## src/verilog/ocs_pkg.sv

```systemverilog
package ocs_pkg;

  ////////////////////////////////////////////////////////////////////////////
  // bus geometry
  localparam int          ADDR_W  = 20;
  localparam int          DATA_W  = 32;
  localparam int          STRB_W  = DATA_W / 8;
  localparam int          IDX_W   = ADDR_W - 2;

  ////////////////////////////////////////////////////////////////////////////
  // register indices, byte address is four times the index
  localparam logic [15:0] IDX_OFF_CAUSE  = 16'h400F;
  localparam logic [15:0] IDX_SUMMARY    = 16'h4010;
  localparam logic [15:0] IDX_EVT_STATUS = 16'h4080;
  localparam logic [15:0] IDX_EVT_MASK   = 16'h4081;
  localparam logic [15:0] IDX_EVT_RISE   = 16'h4082;
  localparam logic [15:0] IDX_EVT_FALL   = 16'h4083;

  ////////////////////////////////////////////////////////////////////////////
  // off-cause field positions, input order of the cause vector
  localparam int          N_CAUSE        = 7;
  localparam int          OFF_REG_ERR_BIT = 13;
  localparam int          OFF_SEQ_BIT    = 12;
  localparam int          OFF_GPIN_BIT   = 11;
  localparam int          OFF_SUPPLY_BIT = 10;
  localparam int          OFF_TEMP_BIT   = 9;
  localparam int          OFF_SW_BIT     = 6;
  localparam int          OFF_BUTTON_BIT = 4;
  localparam int          CAUSE_POS [N_CAUSE] = '{
    OFF_REG_ERR_BIT, OFF_SEQ_BIT, OFF_GPIN_BIT, OFF_SUPPLY_BIT,
    OFF_TEMP_BIT, OFF_SW_BIT, OFF_BUTTON_BIT};

  ////////////////////////////////////////////////////////////////////////////
  // summary field positions
  localparam int          SUM_W          = 16;
  localparam int          SUM_PS_BIT     = 15;
  localparam int          SUM_THERM_BIT  = 14;
  localparam int          SUM_GPIN_BIT   = 13;
  localparam int          SUM_BUTTON_BIT = 12;
  localparam int          SUM_WDOG_BIT   = 11;
  localparam int          SUM_AUX_BIT    = 8;
  localparam int          SUM_PPATH_BIT  = 7;
  localparam int          SUM_RTC_BIT    = 5;
  localparam int          SUM_OTP_BIT    = 4;
  localparam int          SUM_HC_BIT     = 1;
  localparam int          SUM_UV_BIT     = 0;

  ////////////////////////////////////////////////////////////////////////////
  // secondary event sources and their group membership per summary bit
  localparam int          N_SRC          = 32;
  localparam logic [N_SRC-1:0] GRP_MEMBERS [SUM_W] = '{
    32'h0000_0000, 32'h0000_0000, 32'h0000_0000, 32'h0000_0000,
    32'h0000_0000, 32'h0000_0000, 32'h0000_0000, 32'h0000_0000,
    32'h0000_0000, 32'h0000_0000, 32'h0000_0000, 32'h0000_0000,
    32'h0000_0000, 32'h0000_0000, 32'h0000_0000, 32'h0000_0000};
  localparam logic [N_SRC-1:0] MEM_PS     = 32'h0000_0007;
  localparam logic [N_SRC-1:0] MEM_THERM  = 32'h0000_0008;
  localparam logic [N_SRC-1:0] MEM_GPIN   = 32'h0000_00F0;
  localparam logic [N_SRC-1:0] MEM_BUTTON = 32'h0000_0100;
  localparam logic [N_SRC-1:0] MEM_WDOG   = 32'h0000_0200;
  localparam logic [N_SRC-1:0] MEM_AUX    = 32'h0000_7C00;
  localparam logic [N_SRC-1:0] MEM_PPATH  = 32'h0001_8000;
  localparam logic [N_SRC-1:0] MEM_RTC    = 32'h000E_0000;
  localparam logic [N_SRC-1:0] MEM_OTP    = 32'h0030_0000;
  localparam logic [N_SRC-1:0] MEM_HC     = 32'h00C0_0000;
  localparam logic [N_SRC-1:0] MEM_UV     = 32'hFF00_0000;

  ////////////////////////////////////////////////////////////////////////////
  // reset values
  localparam logic [SUM_W-1:0] RST_OFF_CAUSE  = 16'h0000;
  localparam logic [N_SRC-1:0] RST_EVT_STATUS = 32'h0000_0000;
  localparam logic [N_SRC-1:0] RST_EVT_MASK   = 32'hFFFF_FFFF;
  localparam logic [N_SRC-1:0] RST_EVT_RISE   = 32'hFFFF_FFFF;
  localparam logic [N_SRC-1:0] RST_EVT_FALL   = 32'h0000_0000;

  ////////////////////////////////////////////////////////////////////////////
  // bus answers and register selection
  localparam logic [1:0]  RESP_OKAY   = 2'h0;
  localparam logic [1:0]  RESP_SLVERR = 2'h2;

  typedef enum logic [6:0] {
    SEL_NONE   = 7'h01,
    SEL_CAUSE  = 7'h02,
    SEL_SUM    = 7'h04,
    SEL_STATUS = 7'h08,
    SEL_MASK   = 7'h10,
    SEL_RISE   = 7'h20,
    SEL_FALL   = 7'h40
  } ocs_sel_t;

endpackage

```

## src/verilog/ocs_top.sv

```systemverilog
`timescale 1ns/1ps

module ocs_top
  import ocs_pkg::*;
(
  // clock and reset
  input  wire logic                REF_CLK_IN,
  input  wire logic                RESETN_IN,
  // power state machine
  input  wire logic                OFF_EVENT_IN,
  input  wire logic [N_CAUSE-1:0]  OFF_CAUSE_IN,
  input  wire logic                CAUSE_CLEAR_IN,
  // raw event sources
  input  wire logic [N_SRC-1:0]    EVENT_SRC_IN,
  // axi4-lite write address
  input  wire logic                AXI_AWVALID_IN,
  output logic                     AXI_AWREADY_OUT,
  input  wire logic [ADDR_W-1:0]   AXI_AWADDR_IN,
  input  wire logic [2:0]          AXI_AWPROT_IN,
  // axi4-lite write data
  input  wire logic                AXI_WVALID_IN,
  output logic                     AXI_WREADY_OUT,
  input  wire logic [DATA_W-1:0]   AXI_WDATA_IN,
  input  wire logic [STRB_W-1:0]   AXI_WSTRB_IN,
  // axi4-lite write response
  output logic                     AXI_BVALID_OUT,
  input  wire logic                AXI_BREADY_IN,
  output logic [1:0]               AXI_BRESP_OUT,
  // axi4-lite read address
  input  wire logic                AXI_ARVALID_IN,
  output logic                     AXI_ARREADY_OUT,
  input  wire logic [ADDR_W-1:0]   AXI_ARADDR_IN,
  input  wire logic [2:0]          AXI_ARPROT_IN,
  // axi4-lite read data
  output logic                     AXI_RVALID_OUT,
  input  wire logic                AXI_RREADY_IN,
  output logic [DATA_W-1:0]        AXI_RDATA_OUT,
  output logic [1:0]               AXI_RRESP_OUT,
  // interrupt
  output logic                     IRQ_OUT
);

  ////////////////////////////////////////////////////////////////////////////
  // functions

  // word index decode, shared by read and write paths
  function automatic ocs_sel_t decode_sel(input logic [ADDR_W-1:0] addr);
    logic [IDX_W-1:0] idx;
    idx = addr[ADDR_W-1:2];
    if (idx == IDX_W'(IDX_OFF_CAUSE)) begin
      return SEL_CAUSE;
    end else if (idx == IDX_W'(IDX_SUMMARY)) begin
      return SEL_SUM;
    end else if (idx == IDX_W'(IDX_EVT_STATUS)) begin
      return SEL_STATUS;
    end else if (idx == IDX_W'(IDX_EVT_MASK)) begin
      return SEL_MASK;
    end else if (idx == IDX_W'(IDX_EVT_RISE)) begin
      return SEL_RISE;
    end else if (idx == IDX_W'(IDX_EVT_FALL)) begin
      return SEL_FALL;
    end else begin
      return SEL_NONE;
    end
  endfunction

  // byte lane mask from write strobes
  function automatic logic [DATA_W-1:0] lane_mask(input logic [STRB_W-1:0] strb);
    logic [DATA_W-1:0] m;
    m = '0;
    for (int i = 0; i < STRB_W; i++) begin
      m[i*8 +: 8] = {8{strb[i]}};
    end
    return m;
  endfunction

  ////////////////////////////////////////////////////////////////////////////
  // declarations
  logic [SUM_W-1:0]  off_cause_r;
  logic [SUM_W-1:0]  off_cause_nxt;
  logic [SUM_W-1:0]  summary;
  logic [N_SRC-1:0]  sync1_r;
  logic [N_SRC-1:0]  sync2_r;
  logic [N_SRC-1:0]  sync3_r;
  logic [N_SRC-1:0]  level_r;
  logic [N_SRC-1:0]  agree;
  logic [N_SRC-1:0]  rise;
  logic [N_SRC-1:0]  fall;
  logic [N_SRC-1:0]  evt_set;
  logic [N_SRC-1:0]  evt_clr;
  logic [N_SRC-1:0]  evt_status_r;
  logic [N_SRC-1:0]  evt_mask_r;
  logic [N_SRC-1:0]  evt_rise_r;
  logic [N_SRC-1:0]  evt_fall_r;
  logic              irq_r;
  logic              aw_held_r;
  logic [ADDR_W-1:0] aw_addr_r;
  logic              w_held_r;
  logic [DATA_W-1:0] w_data_r;
  logic [STRB_W-1:0] w_strb_r;
  logic              bvalid_r;
  logic [1:0]        bresp_r;
  logic              rvalid_r;
  logic [DATA_W-1:0] rdata_r;
  logic [1:0]        rresp_r;
  logic              do_write;
  logic              do_read;
  ocs_sel_t          wr_sel;
  ocs_sel_t          rd_sel;
  logic [DATA_W-1:0] wr_lanes;
  logic [DATA_W-1:0] wr_bits;

  ////////////////////////////////////////////////////////////////////////////
  // off-cause record

  // cause vector lands on its documented bit positions
  always_comb begin
    off_cause_nxt = '0;
    for (int i = 0; i < N_CAUSE; i++) begin
      off_cause_nxt[CAUSE_POS[i]] = OFF_CAUSE_IN[i];
    end
  end

  // a new event beats a clear in the same cycle so no cause is lost
  always_ff @(posedge REF_CLK_IN or negedge RESETN_IN) begin
    if (!RESETN_IN) begin
      off_cause_r <= RST_OFF_CAUSE;
    end else if (OFF_EVENT_IN) begin
      off_cause_r <= off_cause_nxt;
    end else if (CAUSE_CLEAR_IN) begin
      off_cause_r <= RST_OFF_CAUSE;
    end
  end

  ////////////////////////////////////////////////////////////////////////////
  // source synchronisers and edge detection

  always_ff @(posedge REF_CLK_IN or negedge RESETN_IN) begin
    if (!RESETN_IN) begin
      sync1_r <= '0;
      sync2_r <= '0;
      sync3_r <= '0;
    end else begin
      sync1_r <= EVENT_SRC_IN;
      sync2_r <= sync1_r;
      sync3_r <= sync2_r;
    end
  end

  // a change counts only once stages two and three agree
  assign agree = ~(sync2_r ^ sync3_r);
  assign rise  = agree & sync3_r & ~level_r;
  assign fall  = agree & ~sync3_r & level_r;

  always_ff @(posedge REF_CLK_IN or negedge RESETN_IN) begin
    if (!RESETN_IN) begin
      level_r <= '0;
    end else begin
      level_r <= (agree & sync3_r) | (~agree & level_r);
    end
  end

  assign evt_set = (rise & evt_rise_r) | (fall & evt_fall_r);

  ////////////////////////////////////////////////////////////////////////////
  // secondary status, sticky, write one to clear

  assign evt_clr = (do_write && wr_sel == SEL_STATUS) ? wr_bits : '0;

  // set wins over clear in the same cycle
  always_ff @(posedge REF_CLK_IN or negedge RESETN_IN) begin
    if (!RESETN_IN) begin
      evt_status_r <= RST_EVT_STATUS;
    end else begin
      evt_status_r <= (evt_status_r & ~evt_clr) | evt_set;
    end
  end

  ////////////////////////////////////////////////////////////////////////////
  // summary flags, one OR per group

  generate
    for (genvar b = 0; b < SUM_W; b++) begin : g_sum
      localparam logic [N_SRC-1:0] MEMB =
        (b == SUM_PS_BIT)     ? MEM_PS     :
        (b == SUM_THERM_BIT)  ? MEM_THERM  :
        (b == SUM_GPIN_BIT)   ? MEM_GPIN   :
        (b == SUM_BUTTON_BIT) ? MEM_BUTTON :
        (b == SUM_WDOG_BIT)   ? MEM_WDOG   :
        (b == SUM_AUX_BIT)    ? MEM_AUX    :
        (b == SUM_PPATH_BIT)  ? MEM_PPATH  :
        (b == SUM_RTC_BIT)    ? MEM_RTC    :
        (b == SUM_OTP_BIT)    ? MEM_OTP    :
        (b == SUM_HC_BIT)     ? MEM_HC     :
        (b == SUM_UV_BIT)     ? MEM_UV     : GRP_MEMBERS[b];
      assign summary[b] = |(evt_status_r & MEMB);
    end
  endgenerate

  ////////////////////////////////////////////////////////////////////////////
  // configuration registers

  assign wr_lanes = lane_mask(w_strb_r);
  assign wr_bits  = w_data_r & wr_lanes;

  always_ff @(posedge REF_CLK_IN or negedge RESETN_IN) begin
    if (!RESETN_IN) begin
      evt_mask_r <= RST_EVT_MASK;
    end else if (do_write && wr_sel == SEL_MASK) begin
      evt_mask_r <= (evt_mask_r & ~wr_lanes) | wr_bits;
    end
  end

  always_ff @(posedge REF_CLK_IN or negedge RESETN_IN) begin
    if (!RESETN_IN) begin
      evt_rise_r <= RST_EVT_RISE;
    end else if (do_write && wr_sel == SEL_RISE) begin
      evt_rise_r <= (evt_rise_r & ~wr_lanes) | wr_bits;
    end
  end

  always_ff @(posedge REF_CLK_IN or negedge RESETN_IN) begin
    if (!RESETN_IN) begin
      evt_fall_r <= RST_EVT_FALL;
    end else if (do_write && wr_sel == SEL_FALL) begin
      evt_fall_r <= (evt_fall_r & ~wr_lanes) | wr_bits;
    end
  end

  // mask bit set means the source stays off the interrupt line
  always_ff @(posedge REF_CLK_IN or negedge RESETN_IN) begin
    if (!RESETN_IN) begin
      irq_r <= 1'b0;
    end else begin
      irq_r <= |(evt_status_r & ~evt_mask_r);
    end
  end

  assign IRQ_OUT = irq_r;

  ////////////////////////////////////////////////////////////////////////////
  // write channel, address and data taken in either order

  assign AXI_AWREADY_OUT = ~aw_held_r & ~bvalid_r;
  assign AXI_WREADY_OUT  = ~w_held_r & ~bvalid_r;
  assign do_write        = aw_held_r & w_held_r & ~bvalid_r;
  assign wr_sel          = decode_sel(aw_addr_r);

  always_ff @(posedge REF_CLK_IN or negedge RESETN_IN) begin
    if (!RESETN_IN) begin
      aw_held_r <= 1'b0;
      aw_addr_r <= '0;
    end else if (AXI_AWVALID_IN && AXI_AWREADY_OUT) begin
      aw_held_r <= 1'b1;
      aw_addr_r <= AXI_AWADDR_IN;
    end else if (do_write) begin
      aw_held_r <= 1'b0;
    end
  end

  always_ff @(posedge REF_CLK_IN or negedge RESETN_IN) begin
    if (!RESETN_IN) begin
      w_held_r <= 1'b0;
      w_data_r <= '0;
      w_strb_r <= '0;
    end else if (AXI_WVALID_IN && AXI_WREADY_OUT) begin
      w_held_r <= 1'b1;
      w_data_r <= AXI_WDATA_IN;
      w_strb_r <= AXI_WSTRB_IN;
    end else if (do_write) begin
      w_held_r <= 1'b0;
    end
  end

  // read-only registers accept writes silently, the cause stays untouched
  always_ff @(posedge REF_CLK_IN or negedge RESETN_IN) begin
    if (!RESETN_IN) begin
      bvalid_r <= 1'b0;
      bresp_r  <= RESP_OKAY;
    end else if (do_write) begin
      bvalid_r <= 1'b1;
      bresp_r  <= (wr_sel == SEL_NONE) ? RESP_SLVERR : RESP_OKAY;
    end else if (AXI_BREADY_IN) begin
      bvalid_r <= 1'b0;
    end
  end

  assign AXI_BVALID_OUT = bvalid_r;
  assign AXI_BRESP_OUT  = bresp_r;

  ////////////////////////////////////////////////////////////////////////////
  // read channel

  assign AXI_ARREADY_OUT = ~rvalid_r;
  assign do_read         = AXI_ARVALID_IN & ~rvalid_r;
  assign rd_sel          = decode_sel(AXI_ARADDR_IN);

  always_ff @(posedge REF_CLK_IN or negedge RESETN_IN) begin
    if (!RESETN_IN) begin
      rvalid_r <= 1'b0;
      rdata_r  <= '0;
      rresp_r  <= RESP_OKAY;
    end else if (do_read) begin
      rvalid_r <= 1'b1;
      rresp_r  <= RESP_OKAY;
      case (rd_sel)
        SEL_CAUSE: begin
          rdata_r <= {16'h0000, off_cause_r};
        end
        SEL_SUM: begin
          rdata_r <= {16'h0000, summary};
        end
        SEL_STATUS: begin
          rdata_r <= evt_status_r;
        end
        SEL_MASK: begin
          rdata_r <= evt_mask_r;
        end
        SEL_RISE: begin
          rdata_r <= evt_rise_r;
        end
        SEL_FALL: begin
          rdata_r <= evt_fall_r;
        end
        default: begin
          rdata_r <= '0;
          rresp_r <= RESP_SLVERR;
        end
      endcase
    end else if (AXI_RREADY_IN) begin
      rvalid_r <= 1'b0;
    end
  end

  assign AXI_RVALID_OUT = rvalid_r;
  assign AXI_RDATA_OUT  = rdata_r;
  assign AXI_RRESP_OUT  = rresp_r;

endmodule

```

## config.mk

```make
export PLATFORM = sky130hd
export DESIGN_NAME = ocs_top
export DESIGN_NICKNAME = d
export VERILOG_FILES = /design/src/verilog/ocs_pkg.sv /design/src/verilog/ocs_top.sv
export SDC_FILE = /design/constraint.sdc
export NUM_CORES = 1
export LEC_CHECK = 0
export BUFFER_PORTS_ARGS = -buffer_cell sky130_fd_sc_hd__buf_2
export CORE_MARGIN = 2
export CORE_UTILIZATION = 30
export CTS_BUF_LIST = sky130_fd_sc_hd__clkbuf_8
export CTS_CLUSTER_SIZE = 8
export DETAILED_ROUTE_END_ITERATION = 12
export PLACE_DENSITY = 0.53
export SLEW_MARGIN = 20
export SYNTH_ARGS = -nofsm -noshare
export SYNTH_HDL_FRONTEND = slang
export SYNTH_SLANG_ARGS = --single-unit
```

## constraint.sdc

```tcl
create_clock -name REF_CLK_IN -period 2.4 [get_ports REF_CLK_IN]
set_clock_uncertainty 0.2 [all_clocks]
set_input_delay 0.48 -clock REF_CLK_IN [delete_from_list [all_inputs] [get_ports REF_CLK_IN]]
set_output_delay 0.48 -clock REF_CLK_IN [all_outputs]
set_load 0.02 [all_outputs]
```

### Yosys cells after proc, flatten, opt, wreduce, memory -nomap -nowiden

Cells that the tools add are included.

| storage, ports and cells | value |
|---|---|
| logic and storage cells | 125 |
| output and inout port bits | 42 |
| flip-flop bits (word level) | 369 |

| cells by class | value |
|---|---|
| eq/ne operators | 23 |
| reduce and logical (&&, ||, !) cells | 21 |
| muxes and demuxes | 25 |
| bitwise operators | 36 |

Operator list:

| cell | count |
|---|---|
| $and A32 B32 Y32 | 13 |
| $not A32 Y32 | 7 |
| $eq A18 B15 Y1 const B | 12 |
| $or A32 B32 Y32 | 6 |
| $pmux W32 S6 | 1 |
| $mux W7 | 12 |
| $mux W16 | 2 |
| $mux W32 | 1 |
| $reduce_or A32 Y1 | 1 |
| $xor A32 B32 Y32 | 1 |
| $eq A7 B4 Y1 const B | 2 |
| $eq A7 B5 Y1 const B | 2 |
| $eq A7 B6 Y1 const B | 2 |
| $eq A7 B7 Y1 const B | 2 |
| $reduce_bool A2 Y1 | 5 |
| $reduce_or A8 Y1 | 1 |
| $eq A7 B1 Y1 const B | 1 |
| $eq A7 B2 Y1 const B | 1 |
| $eq A7 B3 Y1 const B | 1 |
| $mux W1 | 7 |
| $logic_and A1 B1 Y1 | 6 |
| $reduce_or A2 Y1 | 3 |
| $reduce_or A3 Y1 | 2 |
| $reduce_or A6 Y1 | 1 |
| other kinds (5) | 13 |

### Longest topological paths before layout

| depth | value |
|---|---|
| word-level depth | 13 |
| gate-level depth with buffers | 7 |

### Least setup slack after synthesis

OpenSTA, ideal clock, no wires.

| path | value |
|---|---|
| kind | reg-to-reg |
| start | register bvalid_r (netlist: AXI_BVALID_OUT) |
| end | register aw_addr_r[11] |
| cell stages (with the launch flop) | 6 |
| arrival | 2021 ps |
| slack | 55 ps |
| cells stage by stage | dfrtp_1 nor2_1 and2_1 clkbuf_1 clkbuf_1 mux2_2 |

| between the ends | value |
|---|---|
| longest elaborated chain between the ends | 3 |

RTL lines:

| element | line | text |
|---|---|---|
| start, declared | ocs_top.sv:101 | `logic bvalid_r;` |
| start signal, assigned | ocs_top.sv:278 | `bvalid_r <= 1'b0;` |
| start signal, assigned | ocs_top.sv:281 | `bvalid_r <= 1'b1;` |
| start signal, assigned | ocs_top.sv:284 | `bvalid_r <= 1'b0;` |
| $not A1 Y1 | ocs_top.sv:244 | `assign AXI_AWREADY_OUT = ~aw_held_r & ~bvalid_r;` |
| $and A1 B1 Y1 | ocs_top.sv:244 |  |
| net AXI_AWREADY_OUT | ocs_top.sv:17 | `output logic AXI_AWREADY_OUT,` |
| $logic_and A1 B1 Y1 | ocs_top.sv:253 | `end else if (AXI_AWVALID_IN && AXI_AWREADY_OUT) begin` |
| end signal, assigned | ocs_top.sv:252 | `aw_addr_r <= '0;` |
| end signal, assigned | ocs_top.sv:255 | `aw_addr_r <= AXI_AWADDR_IN;` |
| end, declared | ocs_top.sv:97 | `logic [ADDR_W-1:0] aw_addr_r;` |

The timed path passes the listed nets, and every way through them passes these cells.
A chain may end at the register's enable or synchronous reset.

==> impl_metrics.json <==
{
  "outcome": "completed",
  "cts_tree": "done",
  "ys_types": 41,
  "min_path_type": "in2reg",
  "io_pins": 172,
  "swShare_pct": 28.97,
  "clock.fmax_mhz": 430.9,
  "overflow": 0,
  "fin_nets": 1825,
  "drv_cap": 0,
  "p_seq_share_pct": 49.5,
  "ys_seq_area_share_pct": 58.80,
  "crit_arrival_ns": 2.65,
  "rsz0062_at_grt": "true",
  "period_share_pct": 96.70,
  "powerDensity_nw_per_um2": 761.8,
  "wl_um": 41530,
  "ir_worst_vdd_v": 0.0006310,
  "fillCellCount": 4908,
  "start_kind": "register",
  "grt_max_degree": 54,
  "synth_edf_count": 0,
  "mostFrequentLayoutCells": "dfrtp_1 (292), buf_2 (158), nand2_1 (156), inv_1 (137), o21ai_0 (119)",
  "setup_violations": 0,
  "synth-seq-cells": 356,
  "place_area_um2": 17540,
  "clk_pin_slew_worst_paths_ns": 0.06,
  "p_switching_w": 0.004448,
  "avgRoutedWirePerCell_um": 17.61,
  "vias": 10870,
  "slowest_stage": "dfrtp_1",
  "clock-sinks": 356,
  "gp_congestion": 0.7946,
  "netlist_instances": 1264,
  "viasPerCell": 4.609,
  "critPathBufInv": 3,
  "worst_pin_slew_ns": 0.5907,
  "die_y_um": 229.7,
  "fp-row-count": 82,
  "power_w": 0.01536,
  "final_common_cell": "dfrtp_1",
  "crit_chain": "nor4b_2, buf_4, nand4_4, nor4_4, buf_4, and2_1, buf_12, mux2_2",
  "cp_slowest_stage_delay_ns": 0.38,
  "io_buffer_count": 159,
  "fp.dieArea_um2": 52780,
  "path_delay_family": "simple AND/OR/NAND/NOR gates",
  "grt_pass1_wl_um": 65600,
  "slew-limit-headroom_pct": 60.26,
  "die_w_um": 229.7,
  "cts-htree-levels": 3,
  "drive_gt1_share_pct": 33.25,
  "finalHoldViolCount": 0,
  "synth_flop_cell": "dfrtp_1",
  "clockBufferDepth": 3,
  "leakage_nw": 9.498,
  "crit_path_end_kind": "register",
  "maxSlewViolCount": 0,
  "comb_power_share_pct": 13.6,
  "antenna_found_initial": 3,
  "start_util_pct": 30.41,
  "path_common_cell": "buf_4",
  "crit_type": "reg2reg",
  "pwr-share-clk_pct": 36.9,
  "track_usage_pct": 16.12,
  "p_int_w": 0.01091,
  "synthArstFlopShare_pct": 100.0,
  "syn_avg_cell_area_um2": 12.09,
  "area_growth_pct": 31.85,
  "grt_pass1_vias": 11610,
  "drc": 0,
  "fin_crit_ns": 2.321,
  "clk-insertion-delay-late_ns": 0.63,
  "drt_iter0_markers": 602,
  "first_pass_iters": 5,
  "cp_max_fo": 8,
  "synthesis.area_um2": 15290,
  "ant_nets": 0,
  "yosysWarnings": 0,
  "coreArea_um2": 50270,
  "fin_area_um2": 20160,
  "dpl.hpwl_um": 28910,
  "numCtsBuffers": 66,
  "required_ns": 2.73,
  "clockRootBuffer": "clkbuf_8"
}
## metrics by stage
step                      instances  utilization, %  setup TNS [ns]  hold WS [ns]  worst slack (ns)
after detailed placement       2120           34.89          -1.288        0.1347          -0.09841
after CTS                      2353           39.72               0       0.09361          0.001834
after global routing           2358           40.09          -1.260        0.1508          -0.03800
after floorplan                1265               -               0      -0.01559           0.05463
final                          2358           40.09               0        0.1388           0.07912
after global placement         2120           34.89        -0.05849        0.1346          -0.01894
## cells by family (layout without fill, tap and decap cells)
logic type | count (synthesis) | count (layout) | share of synthesized area [%]
flops | 356 | 356 | 58.80
simple gates | 304 | 304 | 10.22
compound gates | 219 | 219 | 8.136
mux | 176 | 176 | 13.77
buf+inv | 144 | 563 | 3.814
fa+ha+maj | 64 | 64 | 5.238
other cells | 1 | 4 | 0.02453
## power by group through the flow
stage	Combinational (W)	Sequential (W)	Clock (W)
floorplan	0.00121	0.00738	0
global placement	0.00190	0.00765	0
detailed placement	0.00197	0.00768	0
CTS	0.00212	0.00759	0.00590
global route	0.00232	0.00772	0.00618
finish	0.00209	0.00760	0.00567
## tightest hold or removal path, cell delays in order
cell and delay (ns):
buf_2 0.10, nand2_2 0.19, o21ai_0 0.14
## path summary, 6_finish.rpt
check	from	to	slack, ns	cells after the start
max	aw_addr_r[14]	register	0.08	8
max reg2reg	aw_addr_r[14]	register	0.08	8
min reg2reg	sync1_r[25]	sync2_r[25]	0.14	0
min	AXI_ARVALID_IN	AXI_RVALID_OUT	0.14	3
max in group asynchronous	RESETN_IN	asynchronous set/reset pin	1.08	3
min in group asynchronous	RESETN_IN	evt_status_r[1]	0.20	2
## repair_timing
| item | CTS | global route |
|---|---|---|
| hold endpoints to repair | 246 | 0 |
| setup endpoints to repair | 28 | 82 |
| pin swaps | 1 | 7 |
| hold buffers | 111 | 0 |
| buffers inserted | 1 | 3 |
| gates resized for setup | 4 | 42 |
## layout make-up
| cell class | instances | area, um^2 | area share (%) |
|---|---|---|---|
| antenna | 2 | 5.005 | 0.02483 |
| clock buffer | 81 | 1115 | 5.531 |
| clock inverter | 40 | 183.9 | 0.9125 |
| inverter | 104 | 390.4 | 1.937 |
| multi-input combinational | 765 | 5864 | 29.10 |
| sequential | 356 | 8989 | 44.60 |
| tap | 672 | 840.8 | 4.172 |
| timing repair buffer | 338 | 2768 | 13.73 |
## Yosys cell counts, drive strengths merged, types with 6 or more instances
cell	instances	area (um^2)
a21o	33	247.7
a21oi	34	170.2
and2	10	62.56
buf	18	110.1
clkbuf	22	82.58
dfrtp	292	7307
dfstp	64	1682
ha	64	800.8
inv	104	390.4
mux2	144	1622
mux2i	19	190.2
mux4	13	292.8
nand2	158	595.6
nand2b	7	43.79
nand3	37	185.2
nand4	6	52.55
nor2	33	123.9
nor3	22	110.1
nor4	19	254.0
o21ai	119	595.6
o22ai	16	100.1
## routing by layer
layer  vias to the layer above  part of all wire (%)  GRT usage, %
li1                       5128                     -             -
met1                      5415                    44         20.35
met2                       243                    49         26.89
met3                        81                   4.0         3.001
met4                         0                   3.4         7.298
met5                         -                     0             0
No activity file was read; power rests on OpenSTA's default activity.
